==> src/pkg/flash_status_pkg.sv <==
// Purpose: shared constants and types of the flash status read logic
// Assumes: one 10 MHz clock for both ends
// Notes:   only address bits 11..0 take part in command decoding
package flash_status_pkg;
   localparam int          CLK_PERIOD_NS   = 100;
   localparam int          T_ERASE_WIN_NS  = 100000;
   localparam int          ERASE_WIN_CYC   = (T_ERASE_WIN_NS + CLK_PERIOD_NS - 1) / CLK_PERIOD_NS;
   localparam int          NUM_PRIMARY     = 8;
   localparam int          NUM_SECONDARY   = 4;
   localparam int          NUM_SECT        = NUM_PRIMARY + NUM_SECONDARY;
   localparam int          SECT_W          = 4;
   localparam int          ADDR_W          = 16;
   localparam logic [11:0] ADDR_UNLOCK1    = 12'h555;
   localparam logic [11:0] ADDR_UNLOCK2    = 12'haaa;
   localparam logic [11:0] QUERY_MASK      = 12'h043;
   localparam logic [11:0] QUERY_MATCH     = 12'h002;
   localparam logic [7:0]  CMD_UNLOCK1     = 8'haa;
   localparam logic [7:0]  CMD_UNLOCK2     = 8'h55;
   localparam logic [7:0]  CMD_QUERY       = 8'h90;
   localparam logic [7:0]  CMD_PROGRAM     = 8'ha0;
   localparam logic [7:0]  CMD_ERASE_SETUP = 8'h80;
   localparam logic [7:0]  CMD_SECT_ERASE  = 8'h30;
   localparam logic [7:0]  CMD_BULK_ERASE  = 8'h10;
   localparam logic [7:0]  CMD_RESET       = 8'hf0;
   localparam logic [7:0]  PROT_YES        = 8'h01;
   localparam logic [7:0]  PROT_NO         = 8'h00;
   localparam logic [7:0]  ERASED_BYTE     = 8'hff;
   localparam int          POLL_BIT        = 7;
   localparam int          TOGGLE_BIT      = 6;
   localparam int          ERROR_BIT       = 5;
   localparam int          WINDOW_BIT      = 3;
   localparam int          STEPS_PROGRAM   = 4;
   localparam int          STEPS_ERASE     = 6;
   localparam int          STEPS_QUERY     = 4;

   typedef enum logic [2:0] {
      OP_READ       = 3'h0,
      OP_PROGRAM    = 3'h1,
      OP_SECT_ERASE = 3'h2,
      OP_BULK_ERASE = 3'h3,
      OP_QUERY      = 3'h4,
      OP_RESET      = 3'h5,
      OP_WAIT       = 3'h6
   } op_t;
endpackage

==> src/pkg/flash_bus_if.sv <==
// Purpose: microcontroller side flash bus between master and device
// Assumes: both ends on core_clk, read data bus split into data and enable
// Notes:   strobes are active low, sector selects active high
`timescale 1ns/100ps
`default_nettype none
interface flash_bus_if;
   import flash_status_pkg::*;
   logic [NUM_PRIMARY-1:0]   primary_sector_selects;
   logic [NUM_SECONDARY-1:0] secondary_sector_selects;
   logic [ADDR_W-1:0]        addr;
   logic [7:0]               wdata;
   logic                     control_line_zero_n;
   logic                     read_strobe_n;
   logic [7:0]               rdata;
   logic                     rdata_oe;

   modport device (
      input  primary_sector_selects,
      input  secondary_sector_selects,
      input  addr,
      input  wdata,
      input  control_line_zero_n,
      input  read_strobe_n,
      output rdata,
      output rdata_oe
   );
   modport master (
      output primary_sector_selects,
      output secondary_sector_selects,
      output addr,
      output wdata,
      output control_line_zero_n,
      output read_strobe_n,
      input  rdata,
      input  rdata_oe
   );
endinterface
`default_nettype wire

==> src/core/flash_cycle_timer.sv <==
// Purpose: reloadable down counter giving a one-cycle expiry pulse
// Assumes: load has priority over counting
// Notes:   a load of zero never expires
`timescale 1ns/100ps
`default_nettype none
module flash_cycle_timer #(
   parameter int W = 16
) (
   input  wire logic         core_clk,
   input  wire logic         reset,
   input  wire logic         load,
   input  wire logic [W-1:0] load_val,
   output var  logic         expired
);
   logic [W-1:0] cnt_ff;

   always_ff @(posedge core_clk or posedge reset) begin
      if (reset) begin
         cnt_ff  <= '0;
         expired <= 1'b0;
      end else begin
         expired <= ~load & (cnt_ff == W'(1));
         if (load) begin
            cnt_ff <= load_val;
         end else if (cnt_ff != '0) begin
            cnt_ff <= cnt_ff - W'(1);
         end
      end
   end
endmodule
`default_nettype wire

==> src/core/flash_status_dev.sv <==
// Purpose: flash read side: array reads, protection query, embedded status
// Assumes: master on core_clk; write taken on strobe rising edge
// Notes:   program and erase are timed models of the embedded algorithm
`timescale 1ns/100ps
`default_nettype none
module flash_status_dev
   import flash_status_pkg::*;
#(
   parameter int SECTOR_WORDS      = 16,
   parameter int PROG_CYCLES       = 20,
   parameter int PROG_LIMIT_CYCLES = 40,
   parameter int ERASE_CYCLES      = 50
) (
   input  wire logic                          core_clk,
   input  wire logic                          reset,
   flash_bus_if.device                        bus,
   input  wire logic [flash_status_pkg::NUM_SECT-1:0] sector_protect,
   output var  logic                          busy,
   output var  logic                          error_flag
);
   import flash_status_pkg::*;
   localparam int AW = $clog2(SECTOR_WORDS);
   localparam int IW = SECT_W + AW;

   typedef enum logic [12:0] {
      ST_READ   = 13'h0001,
      ST_UNL1   = 13'h0002,
      ST_UNL2   = 13'h0004,
      ST_QUERY  = 13'h0008,
      ST_ERS1   = 13'h0010,
      ST_ERS2   = 13'h0020,
      ST_ERS3   = 13'h0040,
      ST_WINDOW = 13'h0080,
      ST_ARM    = 13'h0100,
      ST_PROG   = 13'h0200,
      ST_ERASE  = 13'h0400,
      ST_FAKE   = 13'h0800,
      ST_ERR    = 13'h1000
   } state_t;

   function automatic logic [SECT_W-1:0] sect_of(input logic [NUM_SECT-1:0] s);
      logic [SECT_W-1:0] r;
      r = '0;
      for (int i = NUM_SECT - 1; i >= 0; i--) begin
         if (s[i]) begin
            r = SECT_W'(i);
         end
      end
      return r;
   endfunction

   function automatic logic is_status(input state_t st);
      return st inside {ST_WINDOW, ST_PROG, ST_ERASE, ST_FAKE, ST_ERR};
   endfunction

   state_t              state_ff;
   state_t              nxt_state;
   logic [7:0]          mem [NUM_SECT*SECTOR_WORDS];
   logic [NUM_SECT-1:0] sel;
   logic                sel_any;
   logic                wr_q_ff;
   logic                rd_q_ff;
   logic                wr_evt;
   logic                rd_evt;
   logic [11:0]         a12;
   logic [7:0]          d;
   logic [IW-1:0]       idx;
   logic [SECT_W-1:0]   sect;
   logic [NUM_SECT-1:0] mask_ff;
   logic [IW-1:0]       prog_idx_ff;
   logic [7:0]          prog_data_ff;
   logic                prog_fail_ff;
   logic                toggle_ff;
   logic                error_ff;
   logic                load;
   logic [15:0]         load_val;
   logic                expired;
   logic [7:0]          rd_val;
   logic [7:0]          rdata_ff;
   logic                rdata_oe_ff;

   assign sel     = {bus.secondary_sector_selects, bus.primary_sector_selects};
   assign sel_any = |sel;
   assign a12     = bus.addr[11:0];
   assign d       = bus.wdata;
   assign sect    = sect_of(sel);
   assign idx     = {sect, bus.addr[AW-1:0]};
   assign wr_evt  = ~wr_q_ff & bus.control_line_zero_n & sel_any;
   assign rd_evt  = rd_q_ff & ~bus.read_strobe_n & sel_any;
   assign bus.rdata    = rdata_ff;
   assign bus.rdata_oe = rdata_oe_ff;
   assign error_flag   = error_ff;

   flash_cycle_timer #(
      .W (16)
   ) u_timer (
      .core_clk (core_clk),
      .reset    (reset),
      .load     (load),
      .load_val (load_val),
      .expired  (expired)
   );

   always_comb begin
      nxt_state = state_ff;
      load      = 1'b0;
      load_val  = '0;
      case (state_ff)
         ST_READ: begin
            if (wr_evt && d == CMD_UNLOCK1 && a12 == ADDR_UNLOCK1) begin
               nxt_state = ST_UNL1;
            end
         end
         ST_UNL1: begin
            if (wr_evt) begin
               nxt_state = (d == CMD_UNLOCK2 && a12 == ADDR_UNLOCK2) ? ST_UNL2 : ST_READ;
            end
         end
         ST_UNL2: begin
            if (wr_evt) begin
               nxt_state = ST_READ;
               if (a12 == ADDR_UNLOCK1 && d == CMD_QUERY) nxt_state = ST_QUERY;
               if (a12 == ADDR_UNLOCK1 && d == CMD_PROGRAM) nxt_state = ST_ARM;
               if (a12 == ADDR_UNLOCK1 && d == CMD_ERASE_SETUP) nxt_state = ST_ERS1;
            end
         end
         ST_QUERY, ST_ERR: begin
            if (wr_evt && d == CMD_RESET) begin
               nxt_state = ST_READ;
            end
         end
         ST_ARM: begin
            if (wr_evt) begin
               if (sector_protect[sect]) begin
                  nxt_state = ST_READ;
               end else begin
                  nxt_state = ST_PROG;
                  load      = 1'b1;
                  load_val  = 16'(PROG_CYCLES);
               end
            end
         end
         ST_ERS1: begin
            if (wr_evt) begin
               nxt_state = (d == CMD_UNLOCK1 && a12 == ADDR_UNLOCK1) ? ST_ERS2 : ST_READ;
            end
         end
         ST_ERS2: begin
            if (wr_evt) begin
               nxt_state = (d == CMD_UNLOCK2 && a12 == ADDR_UNLOCK2) ? ST_ERS3 : ST_READ;
            end
         end
         ST_ERS3, ST_WINDOW: begin
            if (wr_evt && d == CMD_SECT_ERASE) begin
               nxt_state = ST_WINDOW;
               load      = 1'b1;
               load_val  = 16'(ERASE_WIN_CYC);
            end else if (wr_evt && state_ff == ST_ERS3 && d == CMD_BULK_ERASE && a12 == ADDR_UNLOCK1) begin
               nxt_state = (&sector_protect) ? ST_FAKE : ST_ERASE;
               load      = 1'b1;
               load_val  = (&sector_protect) ? 16'(ERASE_WIN_CYC) : 16'(ERASE_CYCLES);
            end else if (wr_evt) begin
               nxt_state = ST_READ;
            end else if (expired && state_ff == ST_WINDOW) begin
               nxt_state = (mask_ff == '0) ? ST_FAKE : ST_ERASE;
               load      = 1'b1;
               load_val  = (mask_ff == '0) ? 16'(ERASE_WIN_CYC) : 16'(ERASE_CYCLES);
            end
         end
         ST_PROG: begin
            if (expired) begin
               nxt_state = prog_fail_ff ? ST_ERR : ST_READ;
            end
         end
         ST_ERASE, ST_FAKE: begin
            if (expired) begin
               nxt_state = ST_READ;
            end
         end
         default: nxt_state = ST_READ;
      endcase
   end

   always_ff @(posedge core_clk or posedge reset) begin
      if (reset) begin
         state_ff <= ST_READ;
         busy     <= 1'b0;
         wr_q_ff  <= 1'b1;
         rd_q_ff  <= 1'b1;
      end else begin
         state_ff <= nxt_state;
         busy     <= is_status(nxt_state);
         wr_q_ff  <= bus.control_line_zero_n;
         rd_q_ff  <= bus.read_strobe_n;
      end
   end

   always_ff @(posedge core_clk or posedge reset) begin
      if (reset) begin
         prog_idx_ff  <= '0;
         prog_data_ff <= ERASED_BYTE;
         prog_fail_ff <= 1'b0;
      end else if (state_ff == ST_ARM && wr_evt) begin
         prog_idx_ff  <= idx;
         prog_data_ff <= d;
         prog_fail_ff <= (|(~mem[idx] & d)) || (PROG_CYCLES > PROG_LIMIT_CYCLES);
      end
   end

   always_ff @(posedge core_clk or posedge reset) begin
      if (reset) begin
         mask_ff <= '0;
      end else if (state_ff == ST_ERS3 && wr_evt) begin
         mask_ff <= (d == CMD_SECT_ERASE) ? (sel & ~sector_protect) : ~sector_protect;
      end else if (state_ff == ST_WINDOW && wr_evt && d == CMD_SECT_ERASE) begin
         mask_ff <= mask_ff | (sel & ~sector_protect);
      end
   end

   always_ff @(posedge core_clk or posedge reset) begin
      if (reset) begin
         error_ff <= 1'b0;
      end else if (state_ff == ST_PROG && expired && prog_fail_ff) begin
         error_ff <= 1'b1;
      end else if (wr_evt && d == CMD_RESET && state_ff inside {ST_READ, ST_QUERY, ST_ERR}) begin
         error_ff <= 1'b0;
      end
   end

   // array is reset to the erased value so reads are defined from the start
   always_ff @(posedge core_clk or posedge reset) begin
      if (reset) begin
         for (int i = 0; i < NUM_SECT * SECTOR_WORDS; i++) begin
            mem[i] <= ERASED_BYTE;
         end
      end else if (state_ff == ST_PROG && expired) begin
         mem[prog_idx_ff] <= mem[prog_idx_ff] & prog_data_ff;
      end else if (state_ff == ST_ERASE && expired) begin
         for (int s = 0; s < NUM_SECT; s++) begin
            for (int w = 0; w < SECTOR_WORDS; w++) begin
               if (mask_ff[s]) begin
                  mem[s*SECTOR_WORDS+w] <= ERASED_BYTE;
               end
            end
         end
      end
   end

   always_comb begin
      rd_val = mem[idx];
      if (is_status(state_ff)) begin
         rd_val             = '0;
         rd_val[TOGGLE_BIT] = toggle_ff;
         rd_val[ERROR_BIT]  = error_ff;
         rd_val[WINDOW_BIT] = (state_ff != ST_WINDOW);
         rd_val[POLL_BIT]   = (state_ff == ST_PROG || state_ff == ST_ERR) ? ~prog_data_ff[7] : 1'b0;
      end else if (state_ff == ST_QUERY && (a12 & QUERY_MASK) == QUERY_MATCH) begin
         rd_val = sector_protect[sect] ? PROT_YES : PROT_NO;
      end
   end

   always_ff @(posedge core_clk or posedge reset) begin
      if (reset) begin
         toggle_ff   <= 1'b0;
         rdata_ff    <= '0;
         rdata_oe_ff <= 1'b0;
      end else begin
         rdata_oe_ff <= ~bus.read_strobe_n & sel_any;
         if (rd_evt) begin
            rdata_ff <= rd_val;
            if (is_status(state_ff)) begin
               toggle_ff <= ~toggle_ff;
            end
         end
      end
   end
endmodule
`default_nettype wire

==> src/flat_wrapper.sv <==
// flat-port wrapper written by rule: the top's interface ports become plain ports
module flash_status_dev_flat import flash_status_pkg::*;
#(
   parameter int SECTOR_WORDS      = 16,
   parameter int PROG_CYCLES       = 20,
   parameter int PROG_LIMIT_CYCLES = 40,
   parameter int ERASE_CYCLES      = 50
)
  (core_clk, reset, sector_protect, busy, error_flag, bus_primary_sector_selects, bus_secondary_sector_selects, bus_addr, bus_wdata, bus_control_line_zero_n, bus_read_strobe_n, bus_rdata, bus_rdata_oe);
  flash_bus_if bus_i ();
  input  wire logic core_clk;
  input  wire logic reset;
  input  wire logic [flash_status_pkg::NUM_SECT-1:0] sector_protect;
  output var  logic busy;
  output var  logic error_flag;
  input wire logic [$bits(bus_i.primary_sector_selects)-1:0] bus_primary_sector_selects;
  input wire logic [$bits(bus_i.secondary_sector_selects)-1:0] bus_secondary_sector_selects;
  input wire logic [$bits(bus_i.addr)-1:0] bus_addr;
  input wire logic [$bits(bus_i.wdata)-1:0] bus_wdata;
  input wire logic [$bits(bus_i.control_line_zero_n)-1:0] bus_control_line_zero_n;
  input wire logic [$bits(bus_i.read_strobe_n)-1:0] bus_read_strobe_n;
  output wire logic [$bits(bus_i.rdata)-1:0] bus_rdata;
  output wire logic [$bits(bus_i.rdata_oe)-1:0] bus_rdata_oe;
  assign bus_i.primary_sector_selects = bus_primary_sector_selects;
  assign bus_i.secondary_sector_selects = bus_secondary_sector_selects;
  assign bus_i.addr = bus_addr;
  assign bus_i.wdata = bus_wdata;
  assign bus_i.control_line_zero_n = bus_control_line_zero_n;
  assign bus_i.read_strobe_n = bus_read_strobe_n;
  assign bus_rdata = bus_i.rdata;
  assign bus_rdata_oe = bus_i.rdata_oe;
  flash_status_dev #(.SECTOR_WORDS(SECTOR_WORDS), .PROG_CYCLES(PROG_CYCLES), .PROG_LIMIT_CYCLES(PROG_LIMIT_CYCLES), .ERASE_CYCLES(ERASE_CYCLES)) u_core (.core_clk(core_clk), .reset(reset), .bus(bus_i), .sector_protect(sector_protect), .busy(busy), .error_flag(error_flag));
endmodule
==> config.mk <==
export PLATFORM = sky130hd
export DESIGN_NAME = flash_status_dev_flat
export DESIGN_NICKNAME = d
export VERILOG_FILES = /design/src/pkg/flash_status_pkg.sv /design/src/pkg/flash_bus_if.sv /design/src/core/flash_cycle_timer.sv /design/src/core/flash_status_dev.sv /design/src/flat_wrapper.sv
export SDC_FILE = /design/constraint.sdc
export NUM_CORES = 2
export LEC_CHECK = 0
export BUFFER_PORTS_ARGS = -buffer_cell sky130_fd_sc_hd__buf_4
export CAP_MARGIN = 20
export CORE_MARGIN = 3
export CORE_UTILIZATION = 45
export CTS_BUF_LIST = sky130_fd_sc_hd__clkbuf_2 sky130_fd_sc_hd__clkbuf_4 sky130_fd_sc_hd__clkbuf_8
export CTS_CLUSTER_SIZE = 8
export DETAILED_ROUTE_END_ITERATION = 16
export GPL_TIMING_DRIVEN = 0
export PLACE_DENSITY_LB_ADDON = 0.25
export SETUP_SLACK_MARGIN = 0.5
export SYNTH_ARGS = -nofsm -noshare
export SYNTH_HDL_FRONTEND = slang
export SYNTH_SLANG_ARGS = --single-unit
==> constraint.sdc <==
create_clock -name core_clk -period 57.2 [get_ports core_clk]
set_clock_uncertainty 0.1 [all_clocks]
set_input_delay 14.3 -clock core_clk [delete_from_list [all_inputs] [get_ports core_clk]]
set_output_delay 14.3 -clock core_clk [all_outputs]
set_load 0.02 [all_outputs]
; ---- Yosys cells after proc, flatten, opt, wreduce, memory -nomap -nowiden
; Index checks and enable logic that the tools add are counted.
[totals]
elab_cells = 412
out_inout_bits = 11
ff_bits = 1609
[classes]
muxes = 88
n_bitwise = 19
eq_ne = 31
reduce_logical = 63
order_cmp = 4
add_sub_neg = 1
[ops]
columns = cell, n
row1 = 1536-bit two-way mux, 2
row2 = 1536-bit bitwise mux, 1
row3 = 13-bit two-way mux, 14
row4 = 8-bit two-way mux, 19
row5 = 13-bit case mux with 10 select lines, 1
row6 = 8-bit binary-select mux with 8-bit select, 2
row7 = 16-bit two-way mux, 7
row8 = 8-bit demux with 8-bit select, 1
row9 = 12-bit two-way mux, 5
row10 = 4-bit two-way mux, 13
row11 = "8-bit == test, second input constant", 5
row12 = 16-bit case mux with 2 select lines, 1
row13 = 2-bit nonzero test, 16
row14 = 10-bit two-way mux, 3
row15 = "13-bit by 10-bit == test with 1-bit output, second input constant", 2
row16 = "13-bit by 11-bit == test with 1-bit output, second input constant", 2
row17 = "13-bit by 12-bit == test with 1-bit output, second input constant", 2
row18 = "13-bit == test, second input constant", 2
row19 = "13-bit by 8-bit == test with 1-bit output, second input constant", 2
row20 = 2-bit AND reduction, 13
row21 = 1-bit logical AND, 22
row22 = "9-bit greater-or-equal comparator, second input constant", 2
row23 = 9-bit two-way mux, 2
row24 = 8-bit NOT with 9-bit output, 2
row25 = 42 further kinds, 65

; ---- Logic depth before layout (Yosys ltp)
[depth]
depth_word = 19
depth_mapped = 15
depth_no_buf = 10

; ---- Modules after synthesis
; Synthesis repeated with hierarchy kept, for this count alone.
[unflattened]
cells_unflattened = 7720
area_unflattened_um2 = 86553.0
[modules_own_cells]
columns = module, cells_each, n_inst, area_per_inst_um2
row1 = flash_status_dev, 7607, 1, 85500.8
row2 = flash_cycle_timer, 113, 1, 1052.3

; ---- Worst setup path before layout
; OpenSTA, ideal clock, no wires.
[synth_path]
path_type = input to register
from = input port bus_addr[1]
to = register u_core.rdata_ff[5] (netlist: u_core.bus.rdata[5])
path_stages = 13
required_time_ns = 56.981
path_slack_ns = 39.882
path_buffers = 5
arrival_ns = 17.099
cell_sequence = buf_2 -> buf_1 -> buf_2 -> buf_2 -> clkbuf_1 -> mux4_2 -> a221oi_1 -> mux2i_1 -> mux2i_1 -> nor2_1 -> a311oi_1 -> o311ai_0 -> o21a_1
[synth_between]
elab_chain_len = 6
word_cells_on_any_way = 8
cone_classes = 1 x eq/ne / 5 x mux / 1 x bitwise / 1 x reduce/logical
[synth_rtl]
columns = item, line
row1 = "start, declared", flat_wrapper.sv:18  ; input wire logic [$bits(bus_i.addr)-1:0] bus_addr;
row2 = 8-bit NOT with 9-bit output (implied by the code), flash_status_dev.sv:250  ; rd_val = mem[idx];
row3 = 8-bit binary-select mux with 8-bit select, flash_status_dev.sv:250
row4 = 8-bit two-way mux (implied by the code) (2 in series), flash_status_dev.sv:250
row5 = 8-bit two-way mux *, flash_status_dev.sv:257  ; end else if (state_ff == ST_QUERY && (a12 & QUERY_MASK) == QUERY_MATCH) begin
row6 = 8-bit two-way mux *, flash_status_dev.sv:251  ; if (is_status(state_ff)) begin
row7 = "end signal, assigned", flash_status_dev.sv:270  ; rdata_ff <= rd_val;
row8 = "end, declared", flash_status_dev.sv:79  ; logic [7:0] rdata_ff;
; Every way passes the cells marked *; elsewhere a longest branch is shown, timed or not. The select of a mux whose other input is x is not followed.
; A chain may end at the register's enable or synchronous reset.

; ---- Worst setup path in the final report
[layout_path]
from = input port bus_addr[1]
to = register u_core.rdata_ff[7] (netlist: u_core.bus.rdata[7])
; Same word-level chain as after synthesis.

==> summary.md <==
| Metric | Value |
|---|---|
| Peak supply drop | `0.0221 mV` |
| Post-route cell area | `101,000 sq um` |
| Yosys cell types | `75` |
| Flops & latches, synth | `1,609` |
| Crit path max-delay cell type | `buf_2` |
| Total die area | `201,000 sq um` |
| Synth top area share | `46.1%` |
| H-tree depth reported by CTS | `5` |
| Setup tns final | `0 ns` |
| Postcts setup bufs | `0` |
| Avg WL per Cell | `46.8 microns` |
| Clock Sinks | `1,609` |
| Layout fillers | `16,856` |
| Mapped Nets | `7,382` |
| Storage element area | `42,200 sq um` |
| RSZ-0062 raised after global routing | `false` |
| First-pass GRT wire length | `655,000 microns` |
| Drt total wl | `502,000 microns` |
| Final Hold Viols | `0` |
| Pins Over Slew Limit | `0` |
| Share of the yosys chip area belonging to registers | `47.9%` |
| Hold buffer count at CTS | `0` |
| Max Cap Violations | `0` |
| Number of global-route vias before repair | `71,509` |
| Post-synth EDFFs | `0` |
| Fmax | `0.0471 GHz` |
| Dpl hpwl | `360,000 microns` |
| Mapped Cells | `7,328` |
| Outcome | `finished clean` |
| Worst setup EP type | `flop` |
| CTS Buf Count | `314` |
| CP Buf/Inv Count | `6` |
| FP Rows | `161` |
| Fin nets | `7,880` |
| WP data required | `58.04 ns` |
| Largest cells by area after synthesis | `dfstp_2 (46%), mux4_2 (23%), a21oi_1 (8.8%)` |
| Pint | `0.00186 W` |
| CP Launch Type | `primary input` |
| Synth async-reset ratio | `100%` |
| Most frequent CP cell | `buf_2` |
| Min Clock Period, post-route | `21.22 ns` |
| Clk Latency, worst-skew pair | `1.15 ns` |
| Router iterations before antenna repair | `8` |
| Synthesis-to-finish area growth | `14.7%` |
| Die width | `449 microns` |
| CP Data Arrival Time | `22.06 ns` |
| Number of antenna violations at the first check in global routing | `79` |
| Via count | `77,743` |
| CTS tree | `built` |
| # setup viols final | `0` |
| DP Area | `94,400 sq um` |
| Core area | `194,000 sq um` |
| Worst min path class | `flop to flop` |
| Clock slew at reported path FFs | `0.06 ns` |
| Synth Flop Type | `dfstp_2` |
| GP Congestion | `1.08` |
| Worst path cell trace | `buf_2, buf_2, buf_2, buf_2, buf_2, buf_2, mux4_2, mux2i_1, nor4_1, o41ai_1, nand2_1, a31oi_1, o21ai_0` |
| Combinational fraction of design power | `5.5%` |
| Top Family by Delay on Critical Path | `buffers and inverters` |
| Overflow after GRT | `0` |
| Avg Cell Area, Syn | `12.0 sq um` |
| Worst-Margin Slew | `1.43 ns` |
| Top cells by count, synth | `a21oi_1 (1,552), dfstp_2 (1,547), nor2_1 (1,541)` |
| Net Sw Power | `0.000653 W` |
| Routed Antenna Nets | `0` |
| Slew HR | `4.65%` |
| IO Port Bufs | `51` |
| CP max stage delay | `1.01 ns` |
| Drt drc | `0` |
| Die Ht | `449 microns` |
| P per Cell Area | `24.9 nW/um^2` |
| Post-Syn Area | `88,200 sq um` |
| Flop pwr share | `45.6%` |
| Ys Warns | `0` |
| Max FO, Critical Path | `11` |
| I/O pin count | `63` |
| Iter 0 DRT Violations | `13,242` |
| Total GRT Usage | `48.8%` |
| Switch share | `26.0%` |
| Clock share of power | `48.9%` |
| Critical Setup Path Class | `primary input to flop` |
| LEAKAGE | `38.6 nW` |
| Via density | `7.25` |
| Max clock buf depth | `4` |
| Tcrit/Tclk final | `37.1%` |
| Synth area leader | `dfstp_2` |
| Layout cells sized above 1 | `51.0%` |
| Post_cts resized | `0` |
| Starting Density | `45.5%` |
| Area occupied by multi-input gates | `41,900 sq um` |
| Most common cell in the netlist | `a21oi_1` |
| Root Buffer | `clkbuf_8` |
| Largest net degree at the start of global routing | `46` |
==> stage by stage <==
step	std cells	setup WS [ns]	hold slack (ns)	power, W	utilization (%)
after floorplan	7328	21.77	0.337	0.00121	-
after global placement	9987	12.12	0.353	0.00127	47.4
after detailed placement	10109	35.60	0.353	0.00129	48.8
after CTS	10639	36.73	0.368	0.00250	52.0
after global routing	10657	36.52	0.388	0.00256	52.1
final	10724	35.98	0.370	0.00251	52.2
==> power groups by stage <==
stage	sequential, W	combinational (W)	clock, W
global route	0.00114	0.000135	0.00128
CTS	0.00115	0.000130	0.00122
global placement	0.00116	0.000117	0
floorplan	0.00116	0.0000510	0
finish	0.00115	0.000138	0.00123
detailed placement	0.00116	0.000130	0
==> routing by layer <==
layer	global-route usage [%]	up-vias	routed length, microns
met3	24.2	2219	79000
met1	58.3	39681	170000
li1	-	28187	-
met5	0	-	383
met2	64.9	7616	200000
met4	42.1	40	52600
==> flip-flops by register name, indices dropped and copies added (netlist names), 8 cells and up <==
| register | flops |
|---|---|
| u_core.u_timer.cnt_ff | 16 |
| u_core.prog_data_ff | 8 |
| u_core.bus.rdata | 8 |
| u_core.mem | 1536 |
| u_core.state_ff | 13 |
| u_core.mask_ff | 12 |
| u_core.prog_idx_ff | 8 |
==> cell type report <==
class / instances / area share [%]
flip-flops and latches: 1609 / 41.7
multi-input cells: 5005 / 41.5
clock buffers: 502 / 6.12
plain buffers: 701 / 4.12
well taps: 2608 / 3.23
repair buffers: 182 / 2.93
diodes: 76 / 0.188
clock inverters: 28 / 0.177
inverters: 13 / 0.0520
==> cell families after synthesis <==
logic type | share of synthesized area, %
mux | 27.0
compound gates | 10.9
simple gates | 9.36
xor+xnor | 0.179
buf+inv | 4.65
flops | 47.9
fa+ha+maj | 0.0284
==> worst paths after layout <==
path,depth (start not counted),slack [ns],end,from
worst max-delay path,13,35.98,u_core.bus.rdata[7],bus_addr[1]
worst min-delay path,1,0.37,u_core.toggle_ff,u_core.toggle_ff
worst max register to register,14,49.46,u_core.mem[581],u_core.prog_idx_ff[1]
worst min register to register,1,0.37,u_core.toggle_ff,u_core.toggle_ff
max in group asynchronous,10,40.88,u_core.mem[1480],reset
min in group asynchronous,2,13.69,u_core.mem[1267],reset
==> placed cells by master (no fill, tap or decap), types with 101 or more instances in the layout <==
cell and count:
a21oi_1 1552, buf_2 309, buf_4 208, clkbuf_1 101, clkbuf_4 116, clkbuf_8 386, dfstp_2 1547, mux2_2 212
mux4_2 919, nand2_1 136, nor2_1 1541
==> worst reg2reg max path, stage by stage, from the launching register on <==
cell and delay [ns]:
dfrtp_1 0.33, clkbuf_1 0.20, buf_2 0.60, buf_2 0.87, clkbuf_2 0.76, buf_2 0.93, mux4_2 0.51, mux4_2 0.57
a22oi_1 0.60, nand4_1 0.34, o21a_1 0.27, nor2_1 0.36, buf_2 0.73, buf_4 0.39, a21oi_1 0.11
(Power assumes the default switching activity.)
